### src/bac_pkg.sv
package bac_pkg;

  // Command bytes on the serial command port
  localparam logic [7:0] CMD_SRC_WR = 8'h3e;
  localparam logic [7:0] CMD_SRC_RD = 8'hbe;
  localparam logic [7:0] CMD_OUT_WR = 8'h3c;
  localparam logic [7:0] CMD_OUT_RD = 8'hbc;

  // Both configuration words keep only their low twelve bits
  localparam int CFG_W = 12;
  localparam logic [11:0] SRC_CFG_RST = 12'h000;
  localparam logic [11:0] OUT_CFG_RST = 12'h000;

  // alarm_source_config: one six-bit group per channel, channel 1 at the bottom
  localparam int SRC_CH_STRIDE = 6;
  localparam int SRC_SENSE_WIN = 0;
  localparam int SRC_SENSE_EN = 1;
  localparam int SRC_TEMP_WIN = 2;
  localparam int SRC_TEMP_EN = 3;
  localparam int SRC_GATE_WIN = 4;
  localparam int SRC_GATE_EN = 5;

  // alarm_output_config field positions
  localparam int CLAMP_CH1_POS = 2;
  localparam int CLAMP_CH2_POS = 4;
  localparam int ST_HYST_POS = 6;
  localparam int GATE_HYST_POS = 8;

  // Smallest hysteresis step in converter LSBs; codes 0..3 give 8, 16, 32, 64
  localparam logic [7:0] HYST_BASE_LSB = 8'h08;

  typedef enum logic [1:0] {
    CLAMP_FORCE = 2'b00,
    CLAMP_FLAG = 2'b01,
    CLAMP_AUTO = 2'b10,
    CLAMP_SEMI = 2'b11
  } bac_clamp_mode_t;

  typedef enum logic [1:0] {
    SRC_SENSE = 2'b00,
    SRC_TEMP = 2'b01,
    SRC_GATE = 2'b10
  } bac_src_t;

  typedef struct packed {
    logic valid;
    logic [7:0] code;
    logic [15:0] data;
  } bac_cmd_t;

  typedef struct packed {
    logic valid;
    logic ch;
    bac_src_t src;
    logic alarm;
  } bac_conv_t;

endpackage

### src/bac_alarm_cfg.sv
`timescale 1ns/1ps
`default_nettype none

// Notes on behaviour
// Gate hysteresis code picks 8/16/32/64 LSBs
// Sense/temp hysteresis code picks 8/16/32/64 LSBs
// Mode 00 clamps until rewrite or clear
// Mode 01 flags alarms, never clamps
// Mode 10 clamps on alarm, releases on a clear sense or temperature result
// Mode 10 gate alarm latches like 11
// Mode 11 alarm clamps, rewrites field 00
// Commands 3Eh write, BEh read source word
// Upper four written bits are ignored
// Bits 11/10 channel 2 gate enable/window
// Bits 9/8 channel 2 temperature enable/window
// Bits 7/6 channel 2 sense enable/window
// Bits 5/4 channel 1 gate enable/window
// Bits 3/2 channel 1 temperature enable/window
// Bits 1/0 channel 1 sense enable/window
// Gate hysteresis at bits 9:8, shared
// Sense/temp hysteresis at bits 7:6, shared
// Channel 2 clamp mode at bits 5:4
// Channel 1 clamp mode at bits 3:2
// Mode write re-evaluates clamp; forced 00 readable

module bac_alarm_cfg #(
  parameter int NUM_CH = 2
) (
  input wire logic clk, // System clock, 40 MHz
  input wire logic rstn, // Asynchronous reset, active low
  input wire bac_pkg::bac_cmd_t cmd, // Decoded command byte with data word
  input wire logic sw_clear, // Software clear of mode-00 clamps
  input wire bac_pkg::bac_conv_t conv, // Conversion result with alarm outcome
  output logic rsp_valid, // One-cycle read answer strobe
  output logic [15:0] rsp_data, // Read answer word
  output logic [11:0] src_cfg, // Live alarm_source_config bits
  output logic [7:0] gate_hyst_lsb, // Gate window hysteresis in LSBs
  output logic [7:0] st_hyst_lsb, // Sense/temp window hysteresis in LSBs
  output logic [NUM_CH-1:0] clamp, // Gate clamp request per channel
  output logic [NUM_CH-1:0] alarm_flag_set // Alarm flag set pulse per channel
);

  if (NUM_CH != 2) begin : g_bad_ch
    $error("bac_alarm_cfg serves exactly two channels");
  end

  logic rst_meta;
  logic rst_n;

  always_ff @(posedge clk or negedge rstn) begin
    if (!rstn) begin
      rst_meta <= 1'b0;
      rst_n <= 1'b0;
    end else begin
      rst_meta <= 1'b1;
      rst_n <= rst_meta;
    end
  end

  // Hysteresis width doubles per code step
  function automatic logic [7:0] hyst_lsbs(input logic [1:0] code);
    hyst_lsbs = bac_pkg::HYST_BASE_LSB << code;
  endfunction

  // Enable or window bit of one quantity of one channel
  function automatic logic src_bit(input logic [11:0] cfg, input logic ch,
                                   input bac_pkg::bac_src_t src, input logic win);
    int pos;
    pos = ch ? bac_pkg::SRC_CH_STRIDE : 0;
    case (src)
      bac_pkg::SRC_SENSE: pos = pos + (win ? bac_pkg::SRC_SENSE_WIN : bac_pkg::SRC_SENSE_EN);
      bac_pkg::SRC_TEMP: pos = pos + (win ? bac_pkg::SRC_TEMP_WIN : bac_pkg::SRC_TEMP_EN);
      bac_pkg::SRC_GATE: pos = pos + (win ? bac_pkg::SRC_GATE_WIN : bac_pkg::SRC_GATE_EN);
      default: pos = pos + bac_pkg::SRC_GATE_EN;
    endcase
    src_bit = cfg[pos];
  endfunction

  logic [11:0] out_cfg;
  logic [11:0] next_src_cfg;
  logic [11:0] next_out_cfg;
  logic next_rsp_valid;
  logic [15:0] next_rsp_data;
  logic [7:0] next_gate_hyst;
  logic [7:0] next_st_hyst;
  logic src_wr;
  logic src_rd;
  logic out_wr;
  logic out_rd;
  logic conv_en;
  logic [1:0] mode [NUM_CH];
  logic [11:0] out_view;

  always_comb begin
    src_wr = cmd.valid && cmd.code == bac_pkg::CMD_SRC_WR;
    src_rd = cmd.valid && cmd.code == bac_pkg::CMD_SRC_RD;
    out_wr = cmd.valid && cmd.code == bac_pkg::CMD_OUT_WR;
    out_rd = cmd.valid && cmd.code == bac_pkg::CMD_OUT_RD;
  end

  // Disabled checks are dropped before they reach the clamp logic
  always_comb begin
    conv_en = conv.valid && src_bit(src_cfg, conv.ch, conv.src, 1'b0);
  end

  // Clamp fields live in the channel logic so alarm overwrites read back
  always_comb begin
    out_view = out_cfg;
    out_view[bac_pkg::CLAMP_CH1_POS +: 2] = mode[0];
    out_view[bac_pkg::CLAMP_CH2_POS +: 2] = mode[1];
  end

  always_comb begin
    next_src_cfg = src_cfg;
    next_out_cfg = out_cfg;
    next_rsp_valid = 1'b0;
    next_rsp_data = rsp_data;
    if (src_wr) begin
      next_src_cfg = cmd.data[11:0];
    end
    if (out_wr) begin
      next_out_cfg = cmd.data[11:0];
    end
    if (src_rd) begin
      next_rsp_valid = 1'b1;
      next_rsp_data = {4'h0, src_cfg};
    end else if (out_rd) begin
      next_rsp_valid = 1'b1;
      next_rsp_data = {4'h0, out_view};
    end
    next_gate_hyst = hyst_lsbs(out_cfg[bac_pkg::GATE_HYST_POS +: 2]);
    next_st_hyst = hyst_lsbs(out_cfg[bac_pkg::ST_HYST_POS +: 2]);
  end

  always_ff @(posedge clk or negedge rst_n) begin
    if (!rst_n) begin
      src_cfg <= bac_pkg::SRC_CFG_RST;
      out_cfg <= bac_pkg::OUT_CFG_RST;
      rsp_valid <= 1'b0;
      rsp_data <= 16'h0000;
      gate_hyst_lsb <= bac_pkg::HYST_BASE_LSB;
      st_hyst_lsb <= bac_pkg::HYST_BASE_LSB;
    end else begin
      src_cfg <= next_src_cfg;
      out_cfg <= next_out_cfg;
      rsp_valid <= next_rsp_valid;
      rsp_data <= next_rsp_data;
      gate_hyst_lsb <= next_gate_hyst;
      st_hyst_lsb <= next_st_hyst;
    end
  end

  for (genvar c = 0; c < NUM_CH; c++) begin : g_ch
    localparam int POS = (c == 0) ? bac_pkg::CLAMP_CH1_POS : bac_pkg::CLAMP_CH2_POS;
    bac_clamp_ch u_clamp (
      .clk(clk),
      .rst_n(rst_n),
      .mode_wr(out_wr),
      .mode_wdata(cmd.data[POS +: 2]),
      .sw_clear(sw_clear),
      .ev_valid(conv_en && conv.ch == 1'(c)),
      .ev_src(conv.src),
      .ev_alarm(conv.alarm),
      .mode(mode[c]),
      .clamp(clamp[c]),
      .flag_set(alarm_flag_set[c])
    );
  end

  chk_src_readback: assert property (@(posedge clk) disable iff (!rst_n)
    src_rd |=> rsp_valid && rsp_data == {4'h0, $past(src_cfg)})
    else $error("source config read answer wrong");

  chk_upper_ignored: assert property (@(posedge clk) disable iff (!rst_n)
    src_wr |=> src_cfg == $past(cmd.data[11:0]))
    else $error("written source config not held in low twelve bits");

  chk_gate_hyst: assert property (@(posedge clk) disable iff (!rst_n)
    out_cfg[9:8] == 2'b11 |=> gate_hyst_lsb == 8'h40)
    else $error("gate hysteresis code 11 not 64 LSBs");

  chk_st_hyst: assert property (@(posedge clk) disable iff (!rst_n)
    ##1 st_hyst_lsb == (8'h08 << $past(out_cfg[7:6])))
    else $error("sense/temp hysteresis width wrong");

  chk_disabled_quiet: assert property (@(posedge clk) disable iff (!rst_n)
    (conv.valid && conv.src == bac_pkg::SRC_GATE
     && !src_cfg[conv.ch ? 11 : 5]) |=> alarm_flag_set == '0)
    else $error("disabled gate check raised a flag");

  chk_forced_readable: assert property (@(posedge clk) disable iff (!rst_n)
    (mode[0] == bac_pkg::CLAMP_SEMI && conv_en && !conv.ch && conv.alarm && !out_wr)
    ##1 !out_wr ##1 out_rd |=> rsp_data[3:2] == 2'b00)
    else $error("forced clamp mode not read back as 00");

  chk_rsp_quiet: assert property (@(posedge clk) disable iff (!rst_n)
    !(src_rd || out_rd) |=> !rsp_valid && $stable(rsp_data))
    else $error("read answer changed without a read command");

  chk_rsp_upper: assert property (@(posedge clk) disable iff (!rst_n)
    rsp_valid |-> rsp_data[15:12] == 4'h0)
    else $error("read answer upper bits not zero");

  chk_mode_map: assert property (@(posedge clk) disable iff (!rst_n)
    (out_wr && !conv.valid)
    |=> mode[0] == $past(cmd.data[3:2]) && mode[1] == $past(cmd.data[5:4]))
    else $error("clamp-mode fields not taken from their bit pairs");

  chk_sense_flag: assert property (@(posedge clk) disable iff (!rst_n)
    (conv.valid && conv.alarm && conv.src == bac_pkg::SRC_SENSE && src_cfg[conv.ch ? 7 : 1])
    |=> alarm_flag_set == ($past(conv.ch) ? 2'b10 : 2'b01))
    else $error("enabled sense alarm did not raise its flag");

  chk_temp_flag: assert property (@(posedge clk) disable iff (!rst_n)
    (conv.valid && conv.alarm && conv.src == bac_pkg::SRC_TEMP && src_cfg[conv.ch ? 9 : 3])
    |=> alarm_flag_set == ($past(conv.ch) ? 2'b10 : 2'b01))
    else $error("enabled temperature alarm did not raise its flag");

  chk_gate_flag: assert property (@(posedge clk) disable iff (!rst_n)
    (conv.valid && conv.alarm && conv.src == bac_pkg::SRC_GATE && src_cfg[conv.ch ? 11 : 5])
    |=> alarm_flag_set == ($past(conv.ch) ? 2'b10 : 2'b01))
    else $error("enabled gate alarm did not raise its flag");

endmodule

`default_nettype wire

### src/bac_clamp_ch.sv
`timescale 1ns/1ps
`default_nettype none

module bac_clamp_ch (
  input wire logic clk, // System clock
  input wire logic rst_n, // Synchronised reset, active low
  input wire logic mode_wr, // Host writes the clamp-mode field
  input wire logic [1:0] mode_wdata, // Value written
  input wire logic sw_clear, // Software clear command
  input wire logic ev_valid, // Enabled conversion result for this channel
  input wire bac_pkg::bac_src_t ev_src, // Which quantity was converted
  input wire logic ev_alarm, // Conversion shows an alarm condition
  output logic [1:0] mode, // Current clamp-mode field
  output logic clamp, // Gate held at external clamp voltage
  output logic flag_set // One-cycle alarm flag set pulse
);

  logic [1:0] next_mode;
  logic next_clamp;
  logic next_flag;
  logic [1:0] cur;

  always_comb begin
    next_mode = mode;
    next_clamp = clamp;
    next_flag = 1'b0;
    cur = mode;
    if (mode_wr) begin
      // New mode takes effect at once
      cur = mode_wdata;
      next_mode = mode_wdata;
      next_clamp = (mode_wdata == bac_pkg::CLAMP_FORCE);
    end else if (sw_clear && mode == bac_pkg::CLAMP_FORCE) begin
      next_clamp = 1'b0;
    end
    // Evaluated after the write so a hardware-forced 00 wins a same-cycle write
    if (ev_valid) begin
      next_flag = ev_alarm;
      case (bac_pkg::bac_clamp_mode_t'(cur))
        bac_pkg::CLAMP_FORCE: begin
        end
        bac_pkg::CLAMP_FLAG: begin
          next_clamp = 1'b0;
        end
        bac_pkg::CLAMP_AUTO: begin
          if (ev_alarm) begin
            next_clamp = 1'b1;
            // Clamping the gate would clear its own alarm, so latch it instead
            if (ev_src == bac_pkg::SRC_GATE) begin
              next_mode = bac_pkg::CLAMP_FORCE;
            end
          end else if (ev_src != bac_pkg::SRC_GATE) begin
            next_clamp = 1'b0;
          end
        end
        bac_pkg::CLAMP_SEMI: begin
          if (ev_alarm) begin
            next_clamp = 1'b1;
            next_mode = bac_pkg::CLAMP_FORCE;
          end
        end
        default: begin
        end
      endcase
      // A latch owed under the old mode beats a same-cycle host write
      if (ev_alarm && (mode == bac_pkg::CLAMP_SEMI
          || (mode == bac_pkg::CLAMP_AUTO && ev_src == bac_pkg::SRC_GATE))) begin
        next_mode = bac_pkg::CLAMP_FORCE;
        next_clamp = 1'b1;
      end
    end
  end

  always_ff @(posedge clk or negedge rst_n) begin
    if (!rst_n) begin
      mode <= bac_pkg::CLAMP_FORCE;
      clamp <= 1'b1;
      flag_set <= 1'b0;
    end else begin
      mode <= next_mode;
      clamp <= next_clamp;
      flag_set <= next_flag;
    end
  end

  chk_flag_never_clamps: assert property (@(posedge clk) disable iff (!rst_n)
    (mode == bac_pkg::CLAMP_FLAG && !mode_wr) |=> !clamp)
    else $error("clamp asserted in flag-only mode");

  chk_semi_latch: assert property (@(posedge clk) disable iff (!rst_n)
    (mode == bac_pkg::CLAMP_SEMI && !mode_wr && ev_valid && ev_alarm)
    |=> (clamp && mode == bac_pkg::CLAMP_FORCE) ##1 clamp)
    else $error("semi-automatic alarm did not latch the clamp");

  chk_auto_release: assert property (@(posedge clk) disable iff (!rst_n)
    (mode == bac_pkg::CLAMP_AUTO && !mode_wr && ev_valid && !ev_alarm
     && ev_src != bac_pkg::SRC_GATE) |=> !clamp && flag_set == 1'b0)
    else $error("automatic clamp not released on clear conversion");

  chk_auto_gate: assert property (@(posedge clk) disable iff (!rst_n)
    (mode == bac_pkg::CLAMP_AUTO && !mode_wr && ev_valid && ev_alarm
     && ev_src == bac_pkg::SRC_GATE) |=> clamp && flag_set && mode == bac_pkg::CLAMP_FORCE)
    else $error("gate alarm in automatic mode did not latch");

  chk_force_hold: assert property (@(posedge clk) disable iff (!rst_n)
    (mode_wr && mode_wdata == bac_pkg::CLAMP_FORCE) |=> clamp)
    else $error("mode 00 write did not clamp");

endmodule

`default_nettype wire

### config.mk
export PLATFORM = sky130hd
export DESIGN_NAME = bac_alarm_cfg
export DESIGN_NICKNAME = d
export VERILOG_FILES = /design/src/bac_pkg.sv /design/src/bac_alarm_cfg.sv /design/src/bac_clamp_ch.sv
export SDC_FILE = /design/constraint.sdc
export NUM_CORES = 1
export LEC_CHECK = 0
export BUFFER_PORTS_ARGS = -buffer_cell sky130_fd_sc_hd__clkbuf_2
export CORE_ASPECT_RATIO = 1.4
export CORE_MARGIN = 10
export CORE_UTILIZATION = 51
export CTS_BUF_LIST = sky130_fd_sc_hd__clkbuf_8
export CTS_CLUSTER_DIAMETER = 50
export CTS_CLUSTER_SIZE = 40
export DETAILED_ROUTE_END_ITERATION = 8
export PLACE_DENSITY = 0.82
export SLEW_MARGIN = 10
export SYNTH_ARGS = -nofsm -noshare
export SYNTH_HDL_FRONTEND = slang
export SYNTH_SLANG_ARGS = --single-unit
### constraint.sdc
create_clock -name clk -period 1.8 [get_ports clk]
set_input_delay 0.18 -clock clk [delete_from_list [all_inputs] [get_ports clk]]
set_output_delay 0.18 -clock clk [all_outputs]
set_load 0.05 [all_outputs]
* Word-level counts from Yosys, hierarchy flattened
Index checks and enable logic that the tools add are counted.
** Storage, ports and cells
- Flip-flop bits (word level) :: 67
- Bits of input ports :: 33
- Output and inout bits :: 49
- Word-level logic and storage cells :: 100
** Operators by class
- Add/sub/neg operators :: 3
- $lt $le $gt $ge :: 1
- Eq/ne operators :: 17
- Shift-type cells :: 2
- Muxes and demuxes :: 41
- Bitwise gates (word level) :: 1
- Reductions and logical operators :: 21
** Operators by type and width (number)
- $lt 32x6->1 const B :: 1
- $mux 16 :: 2
- $mux 2 :: 12
- $mux 1 :: 20
- $eq 2x2->1 const B :: 9
- $eq 8x6->1 const B :: 2
- $eq 8x8->1 const B :: 2
- $shl 4x2->8 const A :: 2
- $logic_and 1x1->1 :: 13
- $logic_not 2->1 :: 5
- $pmux 2 s2 :: 2
- $pmux 4 s2 :: 1
- $eq 2x1->1 const B :: 3
- $pmux 1 s3 :: 2
- $add 3x1->4 const B :: 1
- $add 3x2->4 const B :: 1
- $add 3x3->4 const B :: 1
- $bmux 1 s4 :: 1
- $mux 3 :: 1
- $logic_or 1x1->1 :: 2
- $ne 2x2->1 const B :: 1
- $reduce_bool 2->1 :: 1
- $not 1->1 :: 1

* Longest topological paths before layout
- Depth in word-level cells :: 9
- Depth in mapped cells :: 7
- Depth with buffers taken out :: 7

* Hierarchy
A second synthesis with hierarchy kept.
** Unflattened totals
- Cells, all modules :: 179
- Area, all modules :: 2423.6 um^2
** Modules (own cells, without submodules)
- bac_alarm_cfg :: instances 1, cells an instance 137, area an instance 1975.6 um^2, sequential area each 1078.5 um^2
- bac_clamp_ch :: instances 2, cells an instance 21, area an instance 224.0 um^2, sequential area each 101.3 um^2

* Worst setup path before layout
No wires, ideal clock.
- Path type :: input to register
- Start :: in conv[2] (netlist bit)
- End :: reg g_ch[1].u_clamp.mode[0]
- Data arrival time :: 1.702 ns
- Data required time :: 1.676 ns
- Setup slack :: -0.026 ns
- Stages on the path :: 7
- Cells stage by stage :: clkbuf_1 ha_1 xnor2_1 mux2_2 o41ai_2 and3_1 a21oi_1
** On the way
- Longest elaborated chain between the ends :: 8
** Ends and longest elaborated chain
- start, declared :: line bac_alarm_cfg.sv:33 : input wire bac_pkg::bac_conv_t conv,
- $eq 2x1->1 or $logic_not 2->1 (tied branches) :: line bac_alarm_cfg.sv:70 : case (src)
- $pmux 4 s2 :: line bac_alarm_cfg.sv:70
- $bmux 1 s4 :: line bac_alarm_cfg.sv:76 : src_bit = cfg[pos];
- $mux 1 (not written as such) (2 in a row) :: line bac_alarm_cfg.sv:76
- $logic_and 1x1->1 :: line bac_alarm_cfg.sv:103 : conv_en = conv.valid && src_bit(src_cfg, conv.ch, conv.src, 1'b0);
- $logic_and 1x1->1 :: line bac_alarm_cfg.sv:161 : .ev_valid(conv_en && conv.ch == 1'(c)),
- $mux 2 (*) :: line bac_clamp_ch.sv:37 : if (ev_valid) begin
- net g_ch[1].u_clamp.next_mode[0] :: line bac_clamp_ch.sv:18 : logic [1:0] next_mode;
- end signal, assigned :: line bac_clamp_ch.sv:76 : mode <= bac_pkg::CLAMP_FORCE;
- end signal, assigned :: line bac_clamp_ch.sv:80 : mode <= next_mode;
- end, declared :: line bac_clamp_ch.sv:13 : output logic [1:0] mode,
The timed path passes the listed nets; every way through them passes the cells marked *. The select of a mux whose other input is x is not followed.
A chain may end at the register's enable or synchronous reset.

* Final worst setup path
- Start :: in conv[1] (netlist bit)
- End :: reg g_ch[1].u_clamp.mode[1]
Same word-level chain as after synthesis.

==> results.md <==
- Register area share after synthesis: roughly half
- Layout-stage area growth over the synthesis result: 21.9%
- Outcome: finished, final reports clean
- CP max stage cell: sky130_fd_sc_hd__mux2_2
- Max Transition Viols Final: 0
- Setup repair after global routing missed its margin: false
- Mux contribution to synthesized area: between 10% and 20%
- Number of DRC markers after the initial detailed-route iteration: 70
- Clock tree from TritonCTS: done
- Floorplan die width: 79.1 um
- Global-route usage over all layers: 13.0%
- Post-route core utilization: about 63%
- Clock skew after layout: between 4 and 5 ps
- Setup Viol. Count Final: 0
- Sum of negative setup slack: 0 ps
- Wire length per cell: around 15 um
- Root cell of the clock tree: sky130_fd_sc_hd__clkbuf_8
- Total Nets Final: ~320
- Highest-count cells in the layout ignoring fill and taps: sky130_fd_sc_hd__clkbuf_2, sky130_fd_sc_hd__dfrtp_1, sky130_fd_sc_hd__mux2_2
- Count of port buffers added during placement: 65
- Sum of net half-perimeters after detailed placement: just over 4000 um
- Max incr delay on CP: between 400 and 500 ps
- Clock transition at the registers of the reported paths: roughly 90 ps
- F_max: approximately 590 MHz
- Combined area of all synthesized cells: 0.00250 mm2
- Total power per unit cell area: ~800 mW/mm2
- Leading cell type in the layout, fill and taps excluded: sky130_fd_sc_hd__clkbuf_2
- Ratio of cells with drive above 1 in the final layout: ~43%
- Xor and xnor area share after synthesis: less than 1%
- Io pins: 82
- Number of post-CTS setup repair buffers: 0
- Post-Syn Area per Cell: around 12 um2
- Leak Pwr: between 1.5 and 2 nW
- Num CTS Buffers: 5
- Die height: a little over 100 um
- Endpoint required time on the critical path: about 2000 ps
- Worst hold-check path type: input pin to flip-flop
- Largest net degree at the start of global routing: 33
- Clock network latency to the later pin of the worst-skew pair: just under 300 ps
- Core Box Area: between 0.004 and 0.005 mm2
- Number of synthesis warnings: 0
- CTS Sinks: 51
- Peak fanout along the critical path: 4
- Largest family of logic cells by synthesized area: multiplexers
- #FFs+latches synth: 51
- Layout Cell Area excl Fill: around 0.0030 mm2
- Initial antenna violation count: 0
- Effective utilization at floorplan: a little over 50%
- Detailed-routing iteration count for the pre-antenna-repair pass: 4
- Post-DR vias/cell: about 5.1
- Standard-cell row count: 30
- Placer Congestion: around 0.76
- Count of fill cells added during filler insertion: 433
- Clock H-tree levels: 2
- Simple logic cell fraction of the synthesized area: roughly 12%
- Maximum clock path buffer count: 2
- Placed standard-cell area: about 0.0029 mm2
- Type of the worst setup path: input pin to flip-flop
- Count of vias placed by the detailed router: 1755
- Arithmetic-cell share of the synthesized area counting full adders, half adders and majority gates: 1.00%
- Vias in the first global route: 1847
- Routed wire length: around 5200 um
- Launching element type of the critical path: input pin
- Routed Antenna Nets: 0
- Final Hold Vio Count: 0
- Critical Path AT: 1870 ps
- Distinct cell type count of the synthesized netlist: 42
- Peak VDD IR: about 400 uV
- Final routed DRC violation total: 0
- Global-route wire length before repair: ~8500 um
- Period utilization: 93.5%
- Type of destination of the critical path: flip-flop
- Area of the die: just over 0.008 mm2
- Diode count: 0
- Ordered cell list for the critical path: clkbuf_2 > nor2b_1 > ha_1 > xnor2_2 > mux2_2 > o41ai_4 > and3_2 > a21oi_1
- Synthesized instance count: ~210
- Sum of overflow across all layers after global routing: 0
- Min Clock Period, post-route: roughly 1700 ps
- Compound-gate portion of the synthesized area: 9.02%
- Number of violations of the max-capacitance limit: 0
-- timing repair --
item | 4_1_cts | 5_1_grt
hold buffers | 1 | 0
resized for setup | 0 | 3
setup endpoints to repair | 0 | 4
endpoints found under the hold margin | 2 | 0
-- per-layer routing --
| layer | up-vias | GRT usage [%] | wire [um] |
|---|---|---|---|
| met3 | 5 | 4.62 | 351 |
| met4 | 0 | 4.56 | 53 |
| met1 | 855 | 13.2 | 1950 |
| met2 | 52 | 23.9 | 2850 |
| met5 | - | 0 | 0 |
| li1 | 843 | - | - |
-- power breakdown --
| group | switching, W | internal [W] | leakage, nW |
|---|---|---|---|
| clock | 0.000351 | 0.000550 | 0.0695 |
| combinational | 0.000246 | 0.000116 | 0.792 |
| sequential | 0.0000401 | 0.00119 | 0.687 |
| total | 0.000637 | 0.00185 | 1.55 |
-- kinds of logic after synthesis --
family | Yosys count
adders and majority gates | 2
xor gates and xnor gates | 1
and+or+nand+nor | 51
other | 2
muxes | 43
DFF | 51
AOI/OAI and AO/OA | 33
buffers and inverters | 28
-- final timing paths --
path,startpoint,endpoint,slack [ps],depth (start not counted)
min reg2reg,rst_n,src_cfg[3],210,0
min,cmd[6],src_cfg[6],130,2
min in group asynchronous,rstn,rst_n,200,2
max in group asynchronous,rst_n,st_hyst_lsb[3],1000,1
max reg2reg,src_cfg[7],g_ch[1].u_clamp.mode[1],250,5
max,conv[1],g_ch[1].u_clamp.mode[1],120,8
-- cell usage after synthesis, drive strengths merged --
cell	instances	area, um2
dfrtp	47	1180
mux2	23	259
buf	20	155
mux2i	20	200
nand2	16	60.1
o21ai	16	80.1
nor2	10	37.5
nand2b	5	31.3
nor2b	5	31.3
a21oi	4	20.0
clkbuf	4	15.0
dfstp	4	105
inv	4	15.0
a21boi	3	22.5
and2	2	12.5
conb	2	7.51
ha	2	25.0
nor3b	2	15.0
o2bb2ai	2	23.8
or3b	2	20.0
a211oi	1	7.51
a221o	1	11.3
a22o	1	10.0
and2b	1	7.51
and3	1	6.26
and3b	1	8.76
nand3	1	10.0
nand3b	1	7.51
nand4	1	6.26
nor4	1	21.3
nor4b	1	23.8
o2111a	1	11.3
o2111ai	1	8.76
o211ai	1	7.51
o22ai	1	6.26
o41ai	1	16.3
or3	1	6.26
xnor2	1	8.76
-- state kept, by name, indices dropped and copies added (netlist names) --
name	count
rsp_data	12
src_cfg	12
out_cfg	8
g_ch.u_clamp.mode	4
gate_hyst_lsb	4
st_hyst_lsb	4
g_ch.u_clamp.clamp	2
g_ch.u_clamp.flag_set	2
rsp_valid	1
rst_meta	1
rst_n	1
-- critical path: cells and delay by family --
kind,cells,cell delay [ps]
AO/OA/AOI/OAI,2,330
XOR/XNOR,1,240
adder cells (fa/ha/maj),1,210
AND/OR/NAND/NOR,2,420
multiplexers,1,410
buffers and inverters,1,90
-- through the flow --
stage / hold WS [ps] / power (W) / instances / worst slack, ps
2_1_floorplan: -116 / 0.00152 / 222 / 25.8
3_3_place_gp: -35.5 / 0.00160 / 337 / -138
3_5_place_dp: -31.5 / 0.00161 / 337 / -213
4_1_cts: 122 / 0.00251 / 346 / 98.8
5_1_grt: 120 / 0.00260 / 346 / 32.5
6_report: 134 / 0.00249 / 346 / 118
-- area by class of cell --
class | count | area [um2] | area share, %
flip-flops and latches | 51 | 1280 | 42.1
multi-input cells | 143 | 1100 | 36.1
repair buffers | 76 | 435 | 14.3
well taps | 64 | 80.1 | 2.63
clock buffers | 5 | 68.8 | 2.26
clock inverters | 3 | 63.8 | 2.10
inverters | 4 | 15.0 | 0.493
Note: power is estimated with default switching activity, not from simulation.
